===== src/fpm_pkg.sv =====
/*
 * fpm_pkg: constants shared by the flash power-mode control block.
 * assumes a 10 MHz system clock; serial inputs arrive asynchronously.
 */
`default_nettype none
package fpm_pkg;
	localparam int unsigned CLK_HZ = 10000000;
	// command opcodes
	localparam logic [7:0] CMD_SLEEP_ENTER = 8'hb9;
	localparam logic [7:0] CMD_SLEEP_RELEASE = 8'hab;
	// status bit position of the write-in-progress flag
	localparam int unsigned WIP_BIT = 0;
	// delays in ns, longest-wait values rounded up to whole cycles
	localparam int unsigned ENTRY_DELAY_NS = 3000;
	localparam int unsigned EXIT_DELAY_NS = 30000;
	localparam int unsigned CLK_PERIOD_NS = 1000000000 / CLK_HZ;
	localparam int unsigned ENTRY_CYC = (ENTRY_DELAY_NS + CLK_PERIOD_NS - 1) / CLK_PERIOD_NS;
	localparam int unsigned EXIT_CYC = (EXIT_DELAY_NS + CLK_PERIOD_NS - 1) / CLK_PERIOD_NS;
	localparam int unsigned CNT_W = 12;
	localparam logic [2:0] BITS_LAST = 3'h7;
	typedef enum logic [1:0] {
		ST_STANDBY = 2'b00,
		ST_ACTIVE = 2'b01,
		ST_ENTERING = 2'b10,
		ST_SLEEP = 2'b11
	} fpm_state_e;
endpackage
`default_nettype wire


===== src/fpm_cmd_if.sv =====
/*
 * fpm_cmd_if: carries decoded command bytes from the shifter to the mode fsm.
 * assumes one clock shared by both modules.
 */
`default_nettype none
interface fpm_cmd_if;
	logic byte_valid;
	logic [7:0] byte_data;
	logic frame_start;
	logic frame_end;
	logic sck_seen;
	modport src (output byte_valid, output byte_data, output frame_start,
		output frame_end, output sck_seen);
	modport dst (input byte_valid, input byte_data, input frame_start,
		input frame_end, input sck_seen);
endinterface
`default_nettype wire


===== src/fpm_shift.sv =====
/*
 * fpm_shift: synchronises chip select, serial clock and data in, and
 * shifts in the first byte of each frame (mode 0/3, msb first).
 * assumes the serial clock is far slower than the system clock.
 */
`default_nettype none
module fpm_shift (
	input wire logic clock_i,
	input wire logic resetn_i,
	input wire logic cs_n_i,
	input wire logic sck_i,
	input wire logic si_i,
	fpm_cmd_if.src cmd
);
	logic [2:0] cs_r, cs_nxt, sck_r, sck_nxt, si_r, si_nxt;
	logic cs_q_r, cs_q_nxt, sck_q_r, sck_q_nxt, si_q_r, si_q_nxt;
	logic [2:0] cnt_r, cnt_nxt;
	logic [7:0] sh_r, sh_nxt;
	logic got_r, got_nxt, seen_r, seen_nxt, vld_r, vld_nxt;
	logic rise;

	// three-stage synchronisers; a change counts once stages two and three agree
	always_comb begin
		cs_nxt = {cs_r[1:0], cs_n_i};
		sck_nxt = {sck_r[1:0], sck_i};
		si_nxt = {si_r[1:0], si_i};
		cs_q_nxt = (cs_r[1] == cs_r[2]) ? cs_r[2] : cs_q_r;
		sck_q_nxt = (sck_r[1] == sck_r[2]) ? sck_r[2] : sck_q_r;
		si_q_nxt = (si_r[1] == si_r[2]) ? si_r[2] : si_q_r;
	end

	assign rise = sck_q_nxt & ~sck_q_r;
	assign cmd.frame_start = cs_q_r & ~cs_q_nxt;
	assign cmd.frame_end = ~cs_q_r & cs_q_nxt;

	// bit counter and shifter, first byte per frame only
	always_comb begin
		cnt_nxt = cnt_r;
		sh_nxt = sh_r;
		got_nxt = got_r;
		seen_nxt = seen_r;
		vld_nxt = 1'b0;
		if (cmd.frame_start) begin
			cnt_nxt = '0;
			got_nxt = 1'b0;
			seen_nxt = 1'b0;
		end else if (!cs_q_r && rise && !got_r) begin
			sh_nxt = {sh_r[6:0], si_q_nxt};
			cnt_nxt = cnt_r + 3'h1;
			seen_nxt = 1'b1;
			if (cnt_r == fpm_pkg::BITS_LAST) begin
				got_nxt = 1'b1;
				vld_nxt = 1'b1;
			end
		end
	end

	always_ff @(posedge clock_i or negedge resetn_i) begin
		if (!resetn_i) begin
			cs_r <= 3'h7;
			sck_r <= 3'h0;
			si_r <= 3'h0;
			cs_q_r <= 1'b1;
			sck_q_r <= 1'b0;
			si_q_r <= 1'b0;
			cnt_r <= 3'h0;
			sh_r <= 8'h00;
			got_r <= 1'b0;
			seen_r <= 1'b0;
			vld_r <= 1'b0;
		end else begin
			cs_r <= cs_nxt;
			sck_r <= sck_nxt;
			si_r <= si_nxt;
			cs_q_r <= cs_q_nxt;
			sck_q_r <= sck_q_nxt;
			si_q_r <= si_q_nxt;
			cnt_r <= cnt_nxt;
			sh_r <= sh_nxt;
			got_r <= got_nxt;
			seen_r <= seen_nxt;
			vld_r <= vld_nxt;
		end
	end

	assign cmd.byte_valid = vld_r;
	assign cmd.byte_data = sh_r;
	assign cmd.sck_seen = seen_r;
endmodule
`default_nettype wire


===== src/fpm_top.sv =====
/*
 * fpm_top: power-mode control of a serial flash: active, standby,
 * sleep entry and deep sleep, driven by chip select and two commands.
 * assumes busy_i comes from the flash core on this clock; pins are async.
 */
// Operation
// the device is active whenever chip select is low; the code stays in deep sleep while chip select is low.
// after chip select rises the device stays active until no operation is pending.
// byte b9 sent from standby is decoded as the sleep entry command.
// sleep entry is accepted only while the write-in-progress flag is zero.
// in deep sleep only the release command or a hardware reset has effect.
// deep sleep begins once chip select is high and the entry delay has passed.
// in deep sleep an idle clock or any other command leaves the device asleep.
// release returns to standby after chip select rises and the exit delay passes.
// the host must not toggle chip select without clock during release.
// the host waits the full entry or release delay before any further command.
`default_nettype none
module fpm_top (
	input wire logic clock_i,
	input wire logic resetn_i,
	input wire logic hw_reset_n_i,
	input wire logic shared_data3_reset_pin_i,
	input wire logic cs_n_i,
	input wire logic sck_i,
	input wire logic si_i,
	input wire logic [7:0] volatile_status_one_i,
	input wire logic busy_i,
	output logic active_o,
	output logic standby_o,
	output logic deep_sleep_state_o,
	output logic cmd_enable_o,
	output logic [1:0] mode_o
);
	fpm_cmd_if cmd ();
	fpm_pkg::fpm_state_e state_r, state_nxt;
	logic [fpm_pkg::CNT_W-1:0] cnt_r, cnt_nxt;
	logic pend_r, pend_nxt;
	logic rel_r, rel_nxt;
	logic [2:0] hr_r, hr_nxt;
	logic hr_q_r, hr_q_nxt;
	logic write_in_progress_flag;
	logic cs_low_r, cs_low_nxt;

	fpm_shift u_shift (
		.clock_i(clock_i),
		.resetn_i(resetn_i),
		.cs_n_i(cs_n_i),
		.sck_i(sck_i),
		.si_i(si_i),
		.cmd(cmd)
	);

	assign write_in_progress_flag = volatile_status_one_i[fpm_pkg::WIP_BIT];

	// hardware reset pins, both active low, through three stages
	always_comb begin
		hr_nxt = {hr_r[1:0], hw_reset_n_i & shared_data3_reset_pin_i};
		hr_q_nxt = (hr_r[1] == hr_r[2]) ? hr_r[2] : hr_q_r;
	end

	// mode state machine
	always_comb begin
		state_nxt = state_r;
		cnt_nxt = cnt_r;
		pend_nxt = pend_r;
		rel_nxt = rel_r;
		cs_low_nxt = cs_low_r;
		if (cmd.frame_start) begin
			cs_low_nxt = 1'b1;
		end else if (cmd.frame_end) begin
			cs_low_nxt = 1'b0;
		end
		if (!hr_q_r) begin
			state_nxt = fpm_pkg::ST_STANDBY;
			pend_nxt = 1'b0;
			rel_nxt = 1'b0;
			cnt_nxt = '0;
		end else begin
			unique case (state_r)
				fpm_pkg::ST_STANDBY, fpm_pkg::ST_ACTIVE: begin
					if (cmd.byte_valid && cmd.byte_data == fpm_pkg::CMD_SLEEP_ENTER
						&& !write_in_progress_flag && !busy_i) begin
						pend_nxt = 1'b1;
					end
					if (cs_low_nxt) begin
						state_nxt = fpm_pkg::ST_ACTIVE;
					end else if (pend_r || pend_nxt) begin
						state_nxt = fpm_pkg::ST_ENTERING;
						pend_nxt = 1'b0;
						cnt_nxt = fpm_pkg::CNT_W'(fpm_pkg::ENTRY_CYC);
					end else if (busy_i || write_in_progress_flag) begin
						state_nxt = fpm_pkg::ST_ACTIVE;
					end else begin
						state_nxt = fpm_pkg::ST_STANDBY;
					end
				end
				fpm_pkg::ST_ENTERING: begin
					if (cnt_r <= fpm_pkg::CNT_W'(1)) begin
						cnt_nxt = '0;
						state_nxt = fpm_pkg::ST_SLEEP;
					end else begin
						cnt_nxt = cnt_r - fpm_pkg::CNT_W'(1);
					end
				end
				fpm_pkg::ST_SLEEP: begin
					if (rel_r) begin
						if (cnt_r != '0) begin
							cnt_nxt = cnt_r - fpm_pkg::CNT_W'(1);
							if (cnt_r == fpm_pkg::CNT_W'(1)) begin
								rel_nxt = 1'b0;
								state_nxt = fpm_pkg::ST_STANDBY;
							end
						end else if (cmd.frame_end) begin
							cnt_nxt = fpm_pkg::CNT_W'(fpm_pkg::EXIT_CYC);
						end
					end else if (cmd.byte_valid
						&& cmd.byte_data == fpm_pkg::CMD_SLEEP_RELEASE) begin
						rel_nxt = 1'b1;
					end
					// any other byte or an idle clock leaves the state as is
				end
			endcase
		end
	end

	always_ff @(posedge clock_i or negedge resetn_i) begin
		if (!resetn_i) begin
			state_r <= fpm_pkg::ST_STANDBY;
			cnt_r <= '0;
			pend_r <= 1'b0;
			rel_r <= 1'b0;
			hr_r <= 3'h7;
			hr_q_r <= 1'b1;
			cs_low_r <= 1'b0;
		end else begin
			state_r <= state_nxt;
			cnt_r <= cnt_nxt;
			pend_r <= pend_nxt;
			rel_r <= rel_nxt;
			hr_r <= hr_nxt;
			hr_q_r <= hr_q_nxt;
			cs_low_r <= cs_low_nxt;
		end
	end

	// outputs from the state register
	assign active_o = (state_r == fpm_pkg::ST_ACTIVE) || (state_r == fpm_pkg::ST_ENTERING);
	assign standby_o = (state_r == fpm_pkg::ST_STANDBY);
	assign deep_sleep_state_o = (state_r == fpm_pkg::ST_SLEEP);
	assign cmd_enable_o = (state_r != fpm_pkg::ST_SLEEP);
	assign mode_o = state_r;
endmodule
`default_nettype wire

===== config.mk =====
export PLATFORM = sky130hd
export DESIGN_NAME = fpm_top
export DESIGN_NICKNAME = d
export VERILOG_FILES = /design/src/fpm_pkg.sv /design/src/fpm_cmd_if.sv /design/src/fpm_shift.sv /design/src/fpm_top.sv
export SDC_FILE = /design/constraint.sdc
export NUM_CORES = 1
export LEC_CHECK = 0
export BUFFER_PORTS_ARGS = -buffer_cell sky130_fd_sc_hd__buf_2
export CORE_MARGIN = 5
export CORE_UTILIZATION = 25
export CTS_BUF_LIST = sky130_fd_sc_hd__clkbuf_4 sky130_fd_sc_hd__clkbuf_8 sky130_fd_sc_hd__clkbuf_16
export DETAILED_ROUTE_END_ITERATION = 16
export GPL_ROUTABILITY_DRIVEN = 0
export PLACE_DENSITY = 0.45
export SYNTH_ARGS = -nofsm -noshare
export SYNTH_HDL_FRONTEND = slang
export SYNTH_HIERARCHICAL = 1
export SYNTH_SLANG_ARGS = --single-unit

===== constraint.sdc =====
create_clock -name clock_i -period 2.7 [get_ports clock_i]
set_input_delay 0.135 -clock clock_i [delete_from_list [all_inputs] [get_ports clock_i]]
set_output_delay 0.135 -clock clock_i [all_outputs]
set_load 0.1 [all_outputs]

[Word-level counts from Yosys, hierarchy flattened]
Cells that the tools add are included.
Storage, ports and cells
  register bits: 46
  input port bits: 16
  output and inout port bits: 6
  logic and storage cells: 114
Cells by class
  add/subtract/negate cells: 2
  order comparisons: 1
  equality and inequality tests: 21
  multiplexer cells: 43
  bitwise logic cells: 8
  reduce and logical (&&, ||, !) cells: 22
Operator list (number)
  12-bit two-way mux: 7
  12-bit one-hot mux with 3 select lines: 1
  1-bit two-way mux: 25
  8-bit == test, second input constant: 2
  2-bit two-way mux: 7
  12-bit by 1-bit == test with 1-bit output, second input constant: 1
  12-bit by 1-bit less-or-equal comparator with 1-bit output, second input constant: 1
  3-bit != test, second input constant: 4
  12-bit nonzero test: 1
  12-bit by 1-bit subtractor with 12-bit output, second input constant: 1
  4-bit AND reduction: 2
  1-bit logical AND: 6
  3-bit two-way mux: 2
  3-bit by 2-bit != test with 1-bit output, second input constant: 2
  2-bit one-hot mux with 3 select lines: 1
  1-bit bitwise AND: 4
  1-bit == test: 4
  2-bit == test, second input constant: 2
  1-bit logical NOT: 4
  2-bit != test, second input constant: 2
  4-bit by 3-bit != test with 1-bit output, second input constant: 1
  1-bit inverter: 4
  2-bit AND reduction: 2
  2-bit nonzero test: 2
  7 further kinds: 9

[Longest topological paths before layout]
  word-level depth: 12
  gate-level depth with buffers: 8
  gate-level depth less buffers: 8

[Cells and area by module]
The synthesis kept the hierarchy.
Modules (own cells, without submodules)
  fpm_top: instances 1, cells each 165, area an instance 1487.7 sq um, sequential area each 530.5 sq um
  fpm_shift: instances 1, cells each 61, area an instance 979.7 sq um, sequential area each 655.6 sq um

[Least setup slack after synthesis]
OpenSTA, ideal clock, no wires.
  path kind: register to register
  start point: register state_r[1], in the netlist mode_o[1]
  end point: register state_r[0], in the netlist mode_o[0]
  library setup time: 0.077 ns
  arrival: 3.419 ns
  required time: 2.623 ns
  path slack: -0.797 ns
  stages on the path, launching flop included: 7
  buffers on the path: 1
  period minus slack after synthesis: 3.497 ns
  path through: dfrtp_1 -> ha_1 -> clkbuf_1 -> inv_1 -> a21oi_1 -> o21ai_0 -> a21oi_1
On the way
  elaborated cells on any way between the ends: 12
  those cells by class: 7 x eq/ne; 2 x mux; 3 x reduce/logical
RTL lines
  from (decl): line fpm_top.sv:35  | fpm_pkg::fpm_state_e state_r, state_nxt;
  from (signal assigned): line fpm_top.sv:128  | state_r <= fpm_pkg::ST_STANDBY;
  from (signal assigned): line fpm_top.sv:136  | state_r <= state_nxt;
  2-bit == test (*)
  via deep_sleep_state_o: line fpm_top.sv:30  | output logic deep_sleep_state_o,
  3-bit by 2-bit != test with 1-bit output (no source line), or another cell as far along
  4-bit AND reduction (no source line) / 2-bit two-way mux (equally long branches)
The timed path passes the listed nets; every way through them passes the cells marked *.
A chain may end at the register's enable or synchronous reset.

==> impl_metrics.json <==
{
  "status": "finished, final reports clean",
  "post_synth_inst_count": 224,
  "cts_max_path_buffers": 2,
  "post_cts_resized": 0,
  "place_ws_ps": 236,
  "post_drt_wl_per_cell_um": 13.6,
  "vias": 1792,
  "starting_utilization_of_the_core_area_pct": 25.3,
  "drt_iter0_markers": 66,
  "tritoncts_num_sinks": 46,
  "timing_worst_slew_pin_value_ps": 605,
  "io_pins": 22,
  "buffer_ports.inserted": 14,
  "placed_area_um2": 2680,
  "endpoint_kind": "register",
  "floorplan.rows": 36,
  "antenna_left": 0,
  "root_buffer": "clkbuf_8",
  "overflow": 0,
  "viasPerCell": 4.67,
  "syn-num-nets": 249,
  "final_design_area_no_fill_um2": 2820,
  "report.power.total_w": 0.00158,
  "post_synthesis_area_per_instance_um2": 10.9,
  "flow.area_growth_from_synthesis_pct": 15.7,
  "antennaDiodeCount": 0,
  "netlist_area_um2": 2430,
  "cts.htree.levels": 2,
  "remaining_drc_errors": 0,
  "first_global_vias": 1801,
  "ratio_of_cells_with_drive_above_1_in_the_final_layout_pct": 24.7,
  "final.setup.tns_ps": 0,
  "maxCapViolations": 0,
  "cts_tree": "done",
  "detailedPlacementHpwl_um": 3740,
  "finalWorstSetupSlack_ps": 224,
  "route.final.wire_length_um": 5210,
  "number_of_detailed_routing_iterations_run_before_antenna_repair": 5,
  "setup.worst_path.class": "register to register",
  "global_route_wire_length_before_repair_um": 9080,
  "timing.final.crit_period_ps": 2480,
  "timing.hold.worst.class": "input port to register",
  "critical_path_arrival_ps": 2700,
  "postCtsSetupBuffers": 0,
  "power.ir.vdd_worst_uv": 171,
  "cts-buffers-inserted": 5,
  "critical_path.startpoint_type": "register",
  "reg_clk_slew_reported_paths_ps": 100,
  "floorplan.core_area_um2": 9640,
  "layout.cells.non_filler": 384,
  "clock-skew-final_ps": 16.6,
  "final.period_utilization_pct": 91.7,
  "r2r_setup_slack_ps": 220,
  "clock.fmax_mhz": 404,
  "cellPowerDensity_nw_per_um2": 559,
  "placed_cells_incl_taps": 372,
  "grt_start_max_net_pins": 26,
  "dieHeight_um": 109,
  "track_usage_pct": 9.64,
  "max-slew-margin-rel_pct": 59.7,
  "worst_skew_pair.late_latency_ps": 300,
  "rsz_0062_raised_after_global_routing": "false",
  "cellLeakagePower_nw": 1.25,
  "layout.nets": 275,
  "critical_path_required_ps": 2930,
  "final-setup-viol-count": 0,
  "die_w_um": 109,
  "final.fill_count": 1017,
  "path_max_fanout": 10,
  "antenna_found_initial": 0,
  "report.final.slew_viol_count": 0,
  "die_area_um2": 11800,
  "yosys_warnings": 6,
  "number_of_hold_violations_in_the_final_report": 0
}
critical path, stage by stage (launching register included):
cell	delay [ps]
dfrtp_1	410
or4_1	710
or4_4	500
o21a_1	270
or3_1	380
a21oi_1	140
through the flow:
stage               utilization (%)  hold WS [ps]
floorplan                         -          -161
global placement               27.8           174
detailed placement             27.8           179
CTS                            29.2          23.0
global route                   29.2          35.5
finish                         29.2          43.0
state kept, by name, summed over array words and instances (netlist names):
| signal | flops |
|---|---|
| cnt_r | 12 |
| cs_low_r | 1 |
| hr_q_r | 1 |
| hr_r | 3 |
| mode_o | 2 |
| pend_r | 1 |
| rel_r | 1 |
| u_shift/cmd.byte_data | 8 |
| u_shift/cmd.byte_valid | 1 |
| u_shift/cnt_r | 3 |
| u_shift/cs_q_r | 1 |
| u_shift/cs_r | 3 |
| u_shift/got_r | 1 |
| u_shift/sck_q_r | 1 |
| u_shift/sck_r | 3 |
| u_shift/si_q_r | 1 |
| u_shift/si_r | 3 |
where the power goes:
group,switching (W),internal (W)
Clock,0.000250,0.000211
Combinational,0.000134,0.000137
Sequential,0.0000721,0.000772
Total,0.000456,0.00112
repair_timing:
item | 4_1_cts | 5_1_grt
hold buffers | 4 | 0
endpoints found under the setup margin | 0 | 0
hold endpoints to repair | 27 | 0
per-layer routing:
metal	track usage (%)	vias up	wire, µm
li1	-	876	-
met1	13.8	875	2630
met2	14.3	35	2310
met3	1.78	6	184
met4	3.88	0	88
met5	0	-	0
cell usage in the layout (no fill, tap or decap), drive strengths merged, types with 4 or more instances in the layout:
| cell type | count |
|---|---|
| a21oi | 12 |
| buf | 23 |
| clkbuf | 6 |
| dfrtp | 38 |
| dfstp | 8 |
| dlygate4sd3 | 4 |
| ha | 9 |
| inv | 15 |
| mux2 | 9 |
| nand2 | 14 |
| nor2 | 20 |
| nor2b | 4 |
| nor3 | 9 |
| o21ai | 9 |
| o22a | 4 |
| o31ai | 6 |
| o41ai | 4 |
| or3 | 4 |
final timing paths:
kind                                                 start                         end  depth (start not counted)
worst max-delay path                  cnt_r[6]$_DFFE_PN0P_       mode_o[0]$_DFFE_PN0P_                          5
worst min-delay path              shared_data3_reset_pin_i           hr_r[0]$_DFF_PN1_                          2
worst max register to register        cnt_r[6]$_DFFE_PN0P_       mode_o[0]$_DFFE_PN0P_                          5
worst min register to register  u_shift/sck_r[0]$_DFF_PN0_  u_shift/sck_r[1]$_DFF_PN0_                          0
max in group asynchronous                         resetn_i           hr_r[1]$_DFF_PN1_                          3
min in group asynchronous                         resetn_i        cnt_r[3]$_DFFE_PN0P_                          2
layout make-up:
cell class,instances,area (µm²),area share (%)
sequential,46,1160,41.3
multi-input combinational,156,1160,41.1
timing repair buffer,27,178,6.31
tap,133,166,5.91
clock buffer,6,82.6,2.93
inverter,14,52.6,1.87
clock inverter,2,16.3,0.577
No activity file was read; power rests on OpenSTA's default activity.
